[config.mk]
export PLATFORM = sky130hd
export DESIGN_NAME = termination_state_control
export DESIGN_NICKNAME = d
export VERILOG_FILES = /design/src/rtl/term_ctrl_pkg.sv /design/src/rtl/termination_state_control.sv /design/src/rtl/latency_delay_line.sv
export SDC_FILE = /design/constraint.sdc
export NUM_CORES = 1
export LEC_CHECK = 0
export BUFFER_PORTS_ARGS = -buffer_cell sky130_fd_sc_hd__buf_2
export CORE_MARGIN = 2
export CORE_UTILIZATION = 65
export CTS_BUF_LIST = sky130_fd_sc_hd__clkbuf_4 sky130_fd_sc_hd__clkbuf_8
export CTS_CLUSTER_DIAMETER = 40
export DETAILED_ROUTE_END_ITERATION = 12
export PLACE_DENSITY = 0.79
export SYNTH_ARGS = -nofsm -noshare
export SYNTH_HDL_FRONTEND = slang
export SYNTH_SLANG_ARGS = --single-unit
[constraint.sdc]
create_clock -name ref_clk -period 5.2 [get_ports ref_clk]
set_clock_uncertainty 0.05 [all_clocks]
set_input_delay 0.78 -clock ref_clk [delete_from_list [all_inputs] [get_ports ref_clk]]
set_output_delay 0.78 -clock ref_clk [all_outputs]
set_load 0.03 [all_outputs]
[src/rtl/term_ctrl_pkg.sv]
// Shared constants and types for the termination state control
package term_ctrl_pkg;

	// Field and latency widths
	localparam int unsigned FIELD_W     = 3;
	localparam int unsigned LAT_W       = 7;
	localparam int unsigned DUR_W       = 4;
	localparam int unsigned DELAY_DEPTH = 128;

	// Field value meaning disabled
	localparam logic [FIELD_W-1:0] FIELD_DISABLED = 3'h0;

	// Preamble subtractions
	localparam logic [LAT_W-1:0] SUB_ONE_PRE = 7'h02;
	localparam logic [LAT_W-1:0] SUB_TWO_PRE = 7'h03;

	// Pin synchroniser depth and delay line floor
	localparam logic [LAT_W-1:0] SYNC_STAGES = 7'h02;
	localparam logic [LAT_W-1:0] STATE_STAGE = 7'h01;
	localparam logic [LAT_W-1:0] MIN_TAP     = 7'h02;

	// Window lengths
	localparam logic [DUR_W-1:0] HALF_BURST_CHOP = 4'h2;
	localparam logic [DUR_W-1:0] HALF_BURST_FULL = 4'h4;
	localparam logic [DUR_W-1:0] WINDOW_BASE     = 4'h2;
	localparam logic [DUR_W-1:0] WRITE_WIN_CHOP  = 4'h4;
	localparam logic [DUR_W-1:0] WRITE_WIN_FULL  = 4'h6;

	// Reset values
	localparam logic [LAT_W-1:0] TAP_RESET = 7'h02;
	localparam logic [DUR_W-1:0] CNT_RESET = 4'h0;

	typedef enum logic [1:0] {
		TERM_OFF,
		TERM_NOMINAL,
		TERM_WRITE,
		TERM_PARK
	} term_state_t;

endpackage

[src/rtl/termination_state_control.sv]
// Termination state selection and synchronous termination timing
//
// Function
// - Termination enabled when any field nonzero
// - Write termination regardless of pin level
// - Pin high turns on nominal termination
// - Priority: disable, write, nominal, park
// - Idle: nominal, else park, else high-Z
// - Park is default when nominal off
// - Read forces high-Z for a window
// - Write command activates write termination window
// - Nominal disabled powers down pin receiver
// - Read disable starts read latency minus 2/3
// - Window lasts half burst plus 2/3/4; read half burst set by fixed chop only
// - Synchronous timing while loop locked
// - Nominal follows pin after turn latencies
// - Pin latencies: write+additive+parity minus 2/3
// - Read off latency: column+additive+parity minus 2/3
// - Park returns after off latency plus 4..8
// - Pin ignored when nominal off or self refresh
// - Termination off during self refresh
`timescale 1ns/1ps
`default_nettype none

module termination_state_control (
	// Clock and reset
	input  wire logic                              ref_clk,
	input  wire logic                              rst,
	// Termination control pin
	input  wire logic                              terminationControlPin,
	// Commands
	input  wire logic                              writeCmd,
	input  wire logic                              readCmd,
	input  wire logic                              chopFourOtf,
	// Mode register fields
	input  wire logic                              modeRegWrite,
	input  wire logic [term_ctrl_pkg::FIELD_W-1:0] nominalTermination,
	input  wire logic [term_ctrl_pkg::FIELD_W-1:0] writeTermination,
	input  wire logic [term_ctrl_pkg::FIELD_W-1:0] parkTermination,
	input  wire logic [term_ctrl_pkg::LAT_W-1:0]   columnWriteLatency,
	input  wire logic [term_ctrl_pkg::LAT_W-1:0]   columnReadLatency,
	input  wire logic [term_ctrl_pkg::LAT_W-1:0]   additiveLatency,
	input  wire logic [term_ctrl_pkg::LAT_W-1:0]   parityLatency,
	input  wire logic                              twoCyclePreamble,
	input  wire logic                              writeCheckCode,
	input  wire logic                              chopFourFixed,
	// Device condition
	input  wire logic                              dllLocked,
	input  wire logic                              selfRefresh,
	// Termination outputs
	output term_ctrl_pkg::term_state_t             termState,
	output logic [term_ctrl_pkg::FIELD_W-1:0]      termValue,
	output logic                                   termEnabled,
	output logic                                   pinReceiverEnable,
	output logic                                   syncMode
);

	////////////////////////////////////////////////////////////////////////
	// Helpers
	function automatic logic [term_ctrl_pkg::LAT_W-1:0] subPre(
		input logic [term_ctrl_pkg::LAT_W-1:0] sum,
		input logic                            twoPre
	);
		logic [term_ctrl_pkg::LAT_W-1:0] sub;
		sub = twoPre ? term_ctrl_pkg::SUB_TWO_PRE : term_ctrl_pkg::SUB_ONE_PRE;
		subPre = (sum > sub) ? sum - sub : '0;
	endfunction

	function automatic logic [term_ctrl_pkg::LAT_W-1:0] toTap(
		input logic [term_ctrl_pkg::LAT_W-1:0] lat,
		input logic [term_ctrl_pkg::LAT_W-1:0] front
	);
		logic [term_ctrl_pkg::LAT_W-1:0] room;
		room = front + term_ctrl_pkg::MIN_TAP;
		toTap = (lat > room) ? lat - front : term_ctrl_pkg::MIN_TAP;
	endfunction

	////////////////////////////////////////////////////////////////////////
	// Pin synchroniser
	logic pinMeta_r;
	logic pinSync_r;
	logic pinMeta_nxt;
	logic pinSync_nxt;

	always_comb begin
		pinMeta_nxt = terminationControlPin;
		pinSync_nxt = pinMeta_r;
	end

	always_ff @(posedge ref_clk) begin
		if (rst) begin
			pinMeta_r <= 1'b0;
			pinSync_r <= 1'b0;
		end else begin
			pinMeta_r <= pinMeta_nxt;
			pinSync_r <= pinSync_nxt;
		end
	end

	////////////////////////////////////////////////////////////////////////
	// Latency and window settings
	logic [term_ctrl_pkg::LAT_W-1:0] pinTap_r;
	logic [term_ctrl_pkg::LAT_W-1:0] writeTap_r;
	logic [term_ctrl_pkg::LAT_W-1:0] readTap_r;
	logic [term_ctrl_pkg::DUR_W-1:0] readExtra_r;
	logic [term_ctrl_pkg::DUR_W-1:0] writeExtra_r;
	logic [term_ctrl_pkg::LAT_W-1:0] pinTap_nxt;
	logic [term_ctrl_pkg::LAT_W-1:0] writeTap_nxt;
	logic [term_ctrl_pkg::LAT_W-1:0] readTap_nxt;
	logic [term_ctrl_pkg::DUR_W-1:0] readExtra_nxt;
	logic [term_ctrl_pkg::DUR_W-1:0] writeExtra_nxt;
	logic [term_ctrl_pkg::LAT_W-1:0] directLat;
	logic [term_ctrl_pkg::LAT_W-1:0] readOffLat;

	always_comb begin
		directLat  = subPre(columnWriteLatency + additiveLatency + parityLatency,
			twoCyclePreamble);
		readOffLat = subPre(columnReadLatency + additiveLatency + parityLatency,
			twoCyclePreamble);
		pinTap_nxt     = pinTap_r;
		writeTap_nxt   = writeTap_r;
		readTap_nxt    = readTap_r;
		readExtra_nxt  = readExtra_r;
		writeExtra_nxt = writeExtra_r;
		if (modeRegWrite) begin
			pinTap_nxt   = toTap(directLat, term_ctrl_pkg::SYNC_STAGES);
			writeTap_nxt = toTap(directLat, term_ctrl_pkg::STATE_STAGE);
			readTap_nxt  = toTap(readOffLat, term_ctrl_pkg::STATE_STAGE);
			readExtra_nxt  = term_ctrl_pkg::WINDOW_BASE
				+ {3'h0, twoCyclePreamble} + {3'h0, writeCheckCode};
			writeExtra_nxt = {3'h0, twoCyclePreamble} + {3'h0, writeCheckCode};
		end
	end

	always_ff @(posedge ref_clk) begin
		if (rst) begin
			pinTap_r     <= term_ctrl_pkg::TAP_RESET;
			writeTap_r   <= term_ctrl_pkg::TAP_RESET;
			readTap_r    <= term_ctrl_pkg::TAP_RESET;
			readExtra_r  <= term_ctrl_pkg::WINDOW_BASE;
			writeExtra_r <= term_ctrl_pkg::CNT_RESET;
		end else begin
			pinTap_r     <= pinTap_nxt;
			writeTap_r   <= writeTap_nxt;
			readTap_r    <= readTap_nxt;
			readExtra_r  <= readExtra_nxt;
			writeExtra_r <= writeExtra_nxt;
		end
	end

	////////////////////////////////////////////////////////////////////////
	// Latency delay lines
	logic pinGated;
	logic nomDelayed;
	logic writeDelayed;
	logic readDelayed;
	logic writeChop;
	logic readChop;
	logic chopNow;

	assign chopNow  = chopFourFixed | chopFourOtf;
	assign pinGated = pinSync_r & pinReceiverEnable;

	latency_delay_line pinDelay (
		.ref_clk (ref_clk),
		.rst     (rst),
		.dataIn  (pinGated),
		.tap     (pinTap_r),
		.dataOut (nomDelayed)
	);

	latency_delay_line writeDelay (
		.ref_clk (ref_clk),
		.rst     (rst),
		.dataIn  (writeCmd),
		.tap     (writeTap_r),
		.dataOut (writeDelayed)
	);

	latency_delay_line writeChopDelay (
		.ref_clk (ref_clk),
		.rst     (rst),
		.dataIn  (chopNow),
		.tap     (writeTap_r),
		.dataOut (writeChop)
	);

	latency_delay_line readDelay (
		.ref_clk (ref_clk),
		.rst     (rst),
		.dataIn  (readCmd),
		.tap     (readTap_r),
		.dataOut (readDelayed)
	);

	latency_delay_line readChopDelay (
		.ref_clk (ref_clk),
		.rst     (rst),
		.dataIn  (chopFourFixed),
		.tap     (readTap_r),
		.dataOut (readChop)
	);

	////////////////////////////////////////////////////////////////////////
	// Read and write windows
	logic [term_ctrl_pkg::DUR_W-1:0] readCnt_r;
	logic [term_ctrl_pkg::DUR_W-1:0] writeCnt_r;
	logic [term_ctrl_pkg::DUR_W-1:0] readCnt_nxt;
	logic [term_ctrl_pkg::DUR_W-1:0] writeCnt_nxt;
	logic [term_ctrl_pkg::DUR_W-1:0] readDur;
	logic [term_ctrl_pkg::DUR_W-1:0] writeDur;

	always_comb begin
		readDur  = (readChop ? term_ctrl_pkg::HALF_BURST_CHOP
			: term_ctrl_pkg::HALF_BURST_FULL) + readExtra_r;
		writeDur = (writeChop ? term_ctrl_pkg::WRITE_WIN_CHOP
			: term_ctrl_pkg::WRITE_WIN_FULL) + writeExtra_r;
		readCnt_nxt  = (readCnt_r != '0) ? readCnt_r - 4'h1 : '0;
		writeCnt_nxt = (writeCnt_r != '0) ? writeCnt_r - 4'h1 : '0;
		if (readDelayed)
			readCnt_nxt = readDur - 4'h1;
		if (writeDelayed)
			writeCnt_nxt = writeDur - 4'h1;
	end

	always_ff @(posedge ref_clk) begin
		if (rst) begin
			readCnt_r  <= term_ctrl_pkg::CNT_RESET;
			writeCnt_r <= term_ctrl_pkg::CNT_RESET;
		end else begin
			readCnt_r  <= readCnt_nxt;
			writeCnt_r <= writeCnt_nxt;
		end
	end

	////////////////////////////////////////////////////////////////////////
	// Termination state selection
	term_ctrl_pkg::term_state_t      state_r;
	term_ctrl_pkg::term_state_t      state_nxt;
	logic [term_ctrl_pkg::FIELD_W-1:0] value_r;
	logic [term_ctrl_pkg::FIELD_W-1:0] value_nxt;
	logic                              enabled_r;
	logic                              enabled_nxt;
	logic                              recv_r;
	logic                              recv_nxt;
	logic                              sync_r;
	logic                              sync_nxt;
	logic                              disableNow;
	logic                              writeNow;
	logic                              nominalNow;
	logic                              parkNow;

	always_comb begin
		disableNow = selfRefresh | readDelayed | (readCnt_r != '0);
		writeNow   = (writeTermination != term_ctrl_pkg::FIELD_DISABLED)
			& (writeDelayed | (writeCnt_r != '0));
		nominalNow = (nominalTermination != term_ctrl_pkg::FIELD_DISABLED)
			& nomDelayed & sync_r;
		parkNow    = parkTermination != term_ctrl_pkg::FIELD_DISABLED;
		state_nxt = term_ctrl_pkg::TERM_OFF;
		value_nxt = term_ctrl_pkg::FIELD_DISABLED;
		if (disableNow) begin
			state_nxt = term_ctrl_pkg::TERM_OFF;
		end else if (writeNow) begin
			state_nxt = term_ctrl_pkg::TERM_WRITE;
			value_nxt = writeTermination;
		end else if (nominalNow) begin
			state_nxt = term_ctrl_pkg::TERM_NOMINAL;
			value_nxt = nominalTermination;
		end else if (parkNow) begin
			state_nxt = term_ctrl_pkg::TERM_PARK;
			value_nxt = parkTermination;
		end
		enabled_nxt = (nominalTermination | writeTermination | parkTermination)
			!= term_ctrl_pkg::FIELD_DISABLED;
		recv_nxt = (nominalTermination != term_ctrl_pkg::FIELD_DISABLED)
			& ~selfRefresh;
		sync_nxt = dllLocked & ~selfRefresh;
	end

	always_ff @(posedge ref_clk) begin
		if (rst) begin
			state_r   <= term_ctrl_pkg::TERM_OFF;
			value_r   <= term_ctrl_pkg::FIELD_DISABLED;
			enabled_r <= 1'b0;
			recv_r    <= 1'b0;
			sync_r    <= 1'b0;
		end else begin
			state_r   <= state_nxt;
			value_r   <= value_nxt;
			enabled_r <= enabled_nxt;
			recv_r    <= recv_nxt;
			sync_r    <= sync_nxt;
		end
	end

	assign termState         = state_r;
	assign termValue         = value_r;
	assign termEnabled       = enabled_r;
	assign pinReceiverEnable = recv_r;
	assign syncMode          = sync_r;
endmodule // termination_state_control

`default_nettype wire

[src/rtl/latency_delay_line.sv]
// Single-bit delay line with a selectable tap and registered output
`timescale 1ns/1ps
`default_nettype none

module latency_delay_line (
	// Clock and reset
	input  wire logic                            ref_clk,
	input  wire logic                            rst,
	// Data
	input  wire logic                            dataIn,
	input  wire logic [term_ctrl_pkg::LAT_W-1:0] tap,
	output logic                                 dataOut
);

	logic [term_ctrl_pkg::DELAY_DEPTH-1:0] shift_r;
	logic [term_ctrl_pkg::DELAY_DEPTH-1:0] shift_nxt;
	logic                                  dataOut_r;
	logic                                  dataOut_nxt;

	////////////////////////////////////////////////////////////////////////
	// Delay equals tap cycles, tap of two or more
	always_comb begin
		shift_nxt   = {shift_r[term_ctrl_pkg::DELAY_DEPTH-2:0], dataIn};
		dataOut_nxt = shift_r[tap - term_ctrl_pkg::MIN_TAP];
	end

	always_ff @(posedge ref_clk) begin
		if (rst) begin
			shift_r   <= '0;
			dataOut_r <= 1'b0;
		end else begin
			shift_r   <= shift_nxt;
			dataOut_r <= dataOut_nxt;
		end
	end

	assign dataOut = dataOut_r;

endmodule // latency_delay_line

`default_nettype wire

==> After elaboration in Yosys (flattened, before gate mapping) <==
Cells that the tools add are included.
W data, S select, Z words.
{ "classes": {"n_eq_ne": 0, "n_lt_le_gt_ge": 8, "shift": 0, "bitwise_logic": 13, "n_reduce_logical": 8, "div": 0, "n_addsub": 21, "n_mul": 0, "n_mux": 28} }
{ "op_table": {"columns": ["operator", "count"], "rows": [
  ["$bmux W1 S7", 5],
  ["$mux W7", 5],
  ["$add A7 B7 Y7", 4],
  ["$sub A7 B2 Y7 const B", 4],
  ["$lt A7 B8 Y1 const B", 3],
  ["$mux W4", 4],
  ["$sub A4 B1 Y4 const B", 4],
  ["$gt A7 B2 Y1 const B", 2],
  ["$sub A7 B1 Y7 const B", 2],
  ["$mux W3", 4],
  ["$reduce_bool A3 Y1", 4],
  ["$add A3 B4 Y4", 2],
  ["$mux W2", 4],
  ["$reduce_bool A4 Y1", 2],
  ["$gt A7 B2 Y1", 1],
  ["$gt A7 B3 Y1 const B", 1],
  ["$gt A7 B7 Y1", 1],
  ["$sub A7 B2 Y7", 1],
  ["$sub A7 B7 Y7", 1],
  ["$and A1 B1 Y1", 6],
  ["$mux W1", 6],
  ["$or A3 B3 Y3", 2],
  ["$add A3 B1 Y4", 1],
  ["$or A1 B1 Y1", 4],
  ["5 further kinds", 5]
]} }
{ "word_totals": {"mem_count": 0, "input_bits": 49, "romBits": 0, "ramBits": 0, "reg_bits": 692, "latchBits": 0, "elab_cells": 103} }

==> Logic depth before layout (Yosys ltp) <==
{ "logic_depth": {"ltp_word": 6, "ltp_mapped": 18} }

==> By module <==
Synthesis repeated with hierarchy kept, for this count alone.
{ "hier_totals": {"cells_unflattened": 2407, "hier_area_um2": 27181.1} }
{ "by_module_without_submodules": {"columns": ["mod", "seq_area_each_um2", "cells_per_inst", "n_inst", "area_each_um2"], "rows": [
  ["latency_delay_line", 2582.5, 403, 5, 4783.3],
  ["termination_state_control", 840.8, 392, 1, 3264.4]
]} }

==> Worst setup path after synthesis <==
No wires, ideal clock.
{ "synth_timing": {"kind": "in2reg", "start": "in columnWriteLatency[1] (netlist bit)", "end": "reg writeTap_r[1] (netlist bit)", "setup_slack_ns": 0.678, "setup_ns": 0.120, "t_arrival_ns": 4.352, "stages": 18, "path_cell_list": "inv_1 > fa_1 > inv_1 > ha_1 > fa_1 > a21o_1 > a21oi_2 > xnor2_4 > nor2_1 > nand3_1 > nand2b_1 > inv_1 > ha_1 > nor3b_1 > nor4b_1 > a21boi_1 > a31oi_1 > or2_1"} }
{ "synth_via": {"elab_chain_len": 6, "elab_cells_between_ends": 8, "classes_between": "add/sub: 4; order compare: 2; mux: 2"} }
{ "synth_lines": {"columns": ["item", "line", "rtl"], "rows": [
  ["from (decl)", "termination_state_control.sv:40", "input wire logic [term_ctrl_pkg::LAT_W-1:0] columnWriteLatency,"],
  ["$add A7 B7 Y7 (*) (2 in series)", "termination_state_control.sv:116", "directLat = subPre(columnWriteLatency + additiveLatency + parityLatency,"],
  ["$sub A7 B7 Y7 / $gt A7 B7 Y1 (equally long branches)", "termination_state_control.sv:66", "subPre = (sum > sub) ? sum - sub : '0;"],
  ["$mux W7 (*)", "termination_state_control.sv:66", null],
  ["$sub A7 B1 Y7 / $gt A7 B2 Y1 (equally long branches)", "termination_state_control.sv:75", "toTap = (lat > room) ? lat - front : term_ctrl_pkg::MIN_TAP;"],
  ["$mux W7 (*)", "termination_state_control.sv:75", null],
  ["to (signal assigned)", "termination_state_control.sv:138", "writeTap_r <= term_ctrl_pkg::TAP_RESET;"],
  ["to (signal assigned)", "termination_state_control.sv:144", "writeTap_r <= writeTap_nxt;"],
  ["to (decl)", "termination_state_control.sv:103", "logic [term_ctrl_pkg::LAT_W-1:0] writeTap_r;"]
]} }
Mark *: on every way between the ends. The rest lies on a longest branch, timed or not.
A chain may end at the register's enable or synchronous reset.

==> Worst setup path in the final report <==
{ "layout_timing": {"start": "in columnWriteLatency[1] (netlist bit)", "end": "reg writeTap_r[5] (netlist bit)"} }
Same word-level chain as after synthesis.

==> flow_summary.toml <==
[critical_path]
slowest_stage = "fa_1"
worstPathRequired_ns = 5.73
path_cells = "buf_2, inv_1, fa_1, inv_1, ha_1, fa_1, a21o_1, a21oi_2, xnor2_4, nor2_1, nand3_1, nand2b_1, inv_1, ha_1, nor3b_1, nor4b_1, a21boi_1, buf_4, nor2_1, nor3_1"
critPathArrivalTime_ns = 4.92
setup.worst_path.start_class = "input port"
path_common_cell = "inv_1"
path_buf_inv = 5
worst-path-max-fanout = 7
worstSetupStartpoint = "columnWriteLatency[1]"
setup.worst_path.class = "input port to flip-flop"
rr_startpoint = "pinTap_r[0]"
endpoint_kind = "flip-flop"
crit_family = "adder cells"
slowest_delay_ns = 0.58

[global_route]
first_global_vias = 15600
grt_max_degree = 184
grt_overflow = 0
gr-usage-all-layers = 0.231
grt_pass1_wl_um = 76800
antenna_found_initial = 0

[power]
power_density_nw_per_um2 = 425
p_sw_mw = 3.24
power.total_mw = 12.2
p_comb_frac = 0.161
power_frac_clock = 0.391
p_sw_frac = 0.266
peakVddDrop_mv = 0.265
p_int_mw = 8.96
power.leakage_nw = 11.1
p_seq_frac = 0.448

[cells_and_area]
n_antenna_cell = 0
finalInstanceArea_um2 = 28700
fin_util = 0.738
num-nets-final = 2215
syn2layout_area_growth_pct = 11.5
drive_gt1_frac = 0.223

[clock_tree]
cts.sinks = 687
ctsHtreeMaxLevel = 3
cts_hold_buf = 0
cts_tree = "built"
cts-root-buf = "clkbuf_8"
cts_setup_buffers = 0
clockBufferDepth = 3
path_clk_slew_ns = 0.06
cts_made_buffers = 103
clkLatencyLatePin_ns = 0.67
cts_resized = 0

[routing]
dr.pass1.iters = 5
wirelength_um = 45400
detail-route-antenna-nets = 0
drc = 0
drtIter0Drc = 788
detail_route.wl_per_cell_um = 16.7
num_vias = 14800
routed_via_density = 5.46

[placement]
dpl.hpwl_um = 27900
portBuffers = 56
placed_cell_area_um2 = 26400
gp_congestion = 0.845

[yosys]
ys_seq_area_frac = 0.534
synth_top_area_cell = "dfxtp_1"
yosys_warnings = 0
synthMostInstantiatedCell = "dfxtp_1"
synth_area_per_cell_um2 = 12.5
syn-num-nets = 2160
synth-main-ff-cell = "dfxtp_1"
synth_top_cells_by_area = "dfxtp_1, mux4_2, nor2b_1"
netlist_area_um2 = 25800
synthArstFlopShare = 0
synth.top_cells.by_count = "dfxtp_1, nor2b_1, mux4_2, clkbuf_1, nor2_1"
synthDistinctLibCells = 59
synth_cells = 2068
yosysTopAreaCellShare = 0.534
ys_ff_latch = 687
synth-edff-count = 0

[floorplanning]
core_um2 = 38900
die_area_um2 = 41300
die_h_um = 203
fp.dieW_um = 203
start_util = 0.662
rows = 72
ioPinCount = 57

[min_path]
min_from = "writeCmd"
min_path_type = "input port to flip-flop"

[run_status]
outcome = "finished, final reports clean"

[timing]
hold_viol = 0
worst_slew_pin_slew_ns = 1.01
relSlewSlack = 0.323
finalCritPeriodShare = 0.844
setup_viol = 0
rsz0062_at_grt = "no"
drv_slew = 0
clock.fmax_mhz = 228
hold_ws_ns = 0.276
period_minus_slack_ns = 4.39
totalNegativeSetupSlack_ns = 0

[run]
cap_violations = 0
[power by group through the flow]
stage          clock network (mW)  registers, mW  logic, mW
3_5_place_dp                    0           5.59       1.97
4_1_cts                      4.89           5.47       1.98
2_1_floorplan                   0           5.52       1.52
5_1_grt                      5.13           5.49       2.14
6_report                     4.77           5.47       1.96
3_3_place_gp                    0           5.58       1.95
[cell usage in the layout (no fill, tap or decap), types with 32 or more instances in the layout]
master      n
a21oi_1    37
buf_2      55
clkbuf_4   34
clkbuf_8  138
dfxtp_1   682
inv_1      32
mux4_2    206
nand2_1    36
nor2_1     56
nor2b_1   649
[sequential cells by signal, summed over array words and instances (netlist names), 2 cells and up]
register                count
termValue                   3
writeExtra_r                2
writeTap_r                  7
termState                   2
writeDelay.shift_r        128
readChopDelay.shift_r     128
pinDelay.shift_r          128
readTap_r                   7
pinTap_r                    7
writeCnt_r                  4
writeChopDelay.shift_r    128
readDelay.shift_r         128
readCnt_r                   4
[stage by stage]
stage,std cells,setup WS [ns]
6_report,2720,0.809
5_1_grt,2720,0.489
3_5_place_dp,2536,0.225
4_1_cts,2720,0.900
3_3_place_gp,2536,0.341
2_1_floorplan,2068,0.678
[layout make-up]
type | count | area [um2]
Sequential cell | 687 | 13800
Multi-Input combinational cell | 1220 | 11400
Fill cell | 2603 | 10200
Clock buffer | 172 | 2150
Tap cell | 518 | 648
Timing Repair Buffer | 78 | 505
Clock inverter | 12 | 173
Inverter | 33 | 124
[cell families (layout without fill, tap and decap cells)]
kind of cell / count (synthesis) / after routing / share of synthesized area
AO/OA/AOI/OAI: 106 / 106 / 0.0281
XOR/XNOR: 36 / 36 / 0.0133
adder cells (fa/ha/maj): 43 / 43 / 0.0252
buffers and inverters: 161 / 295 / 0.0263
flip-flops: 687 / 687 / 0.534
multiplexers: 220 / 220 / 0.185
AND/OR/NAND/NOR: 815 / 815 / 0.188
[layer usage]
layer  vias to the layer above  GRT usage  part of all wire
li1                       7182          -                 -
met1                      7280      0.310              0.46
met2                       260      0.371              0.47
met3                       119     0.0387             0.033
met4                         0      0.104             0.035
met5                         -          0                 0
[worst paths after layout]
path | to | slack [ns] | cells after the start
setup / recovery | writeTap_r[5] | 0.81 | 20
hold reg to reg | readDelay.shift_r[50] | 0.39 | 1
hold / removal | writeDelay.shift_r[0] | 0.28 | 2
setup reg to reg | pinDelay.dataOut | 1.99 | 6
(Power assumes the default switching activity.)
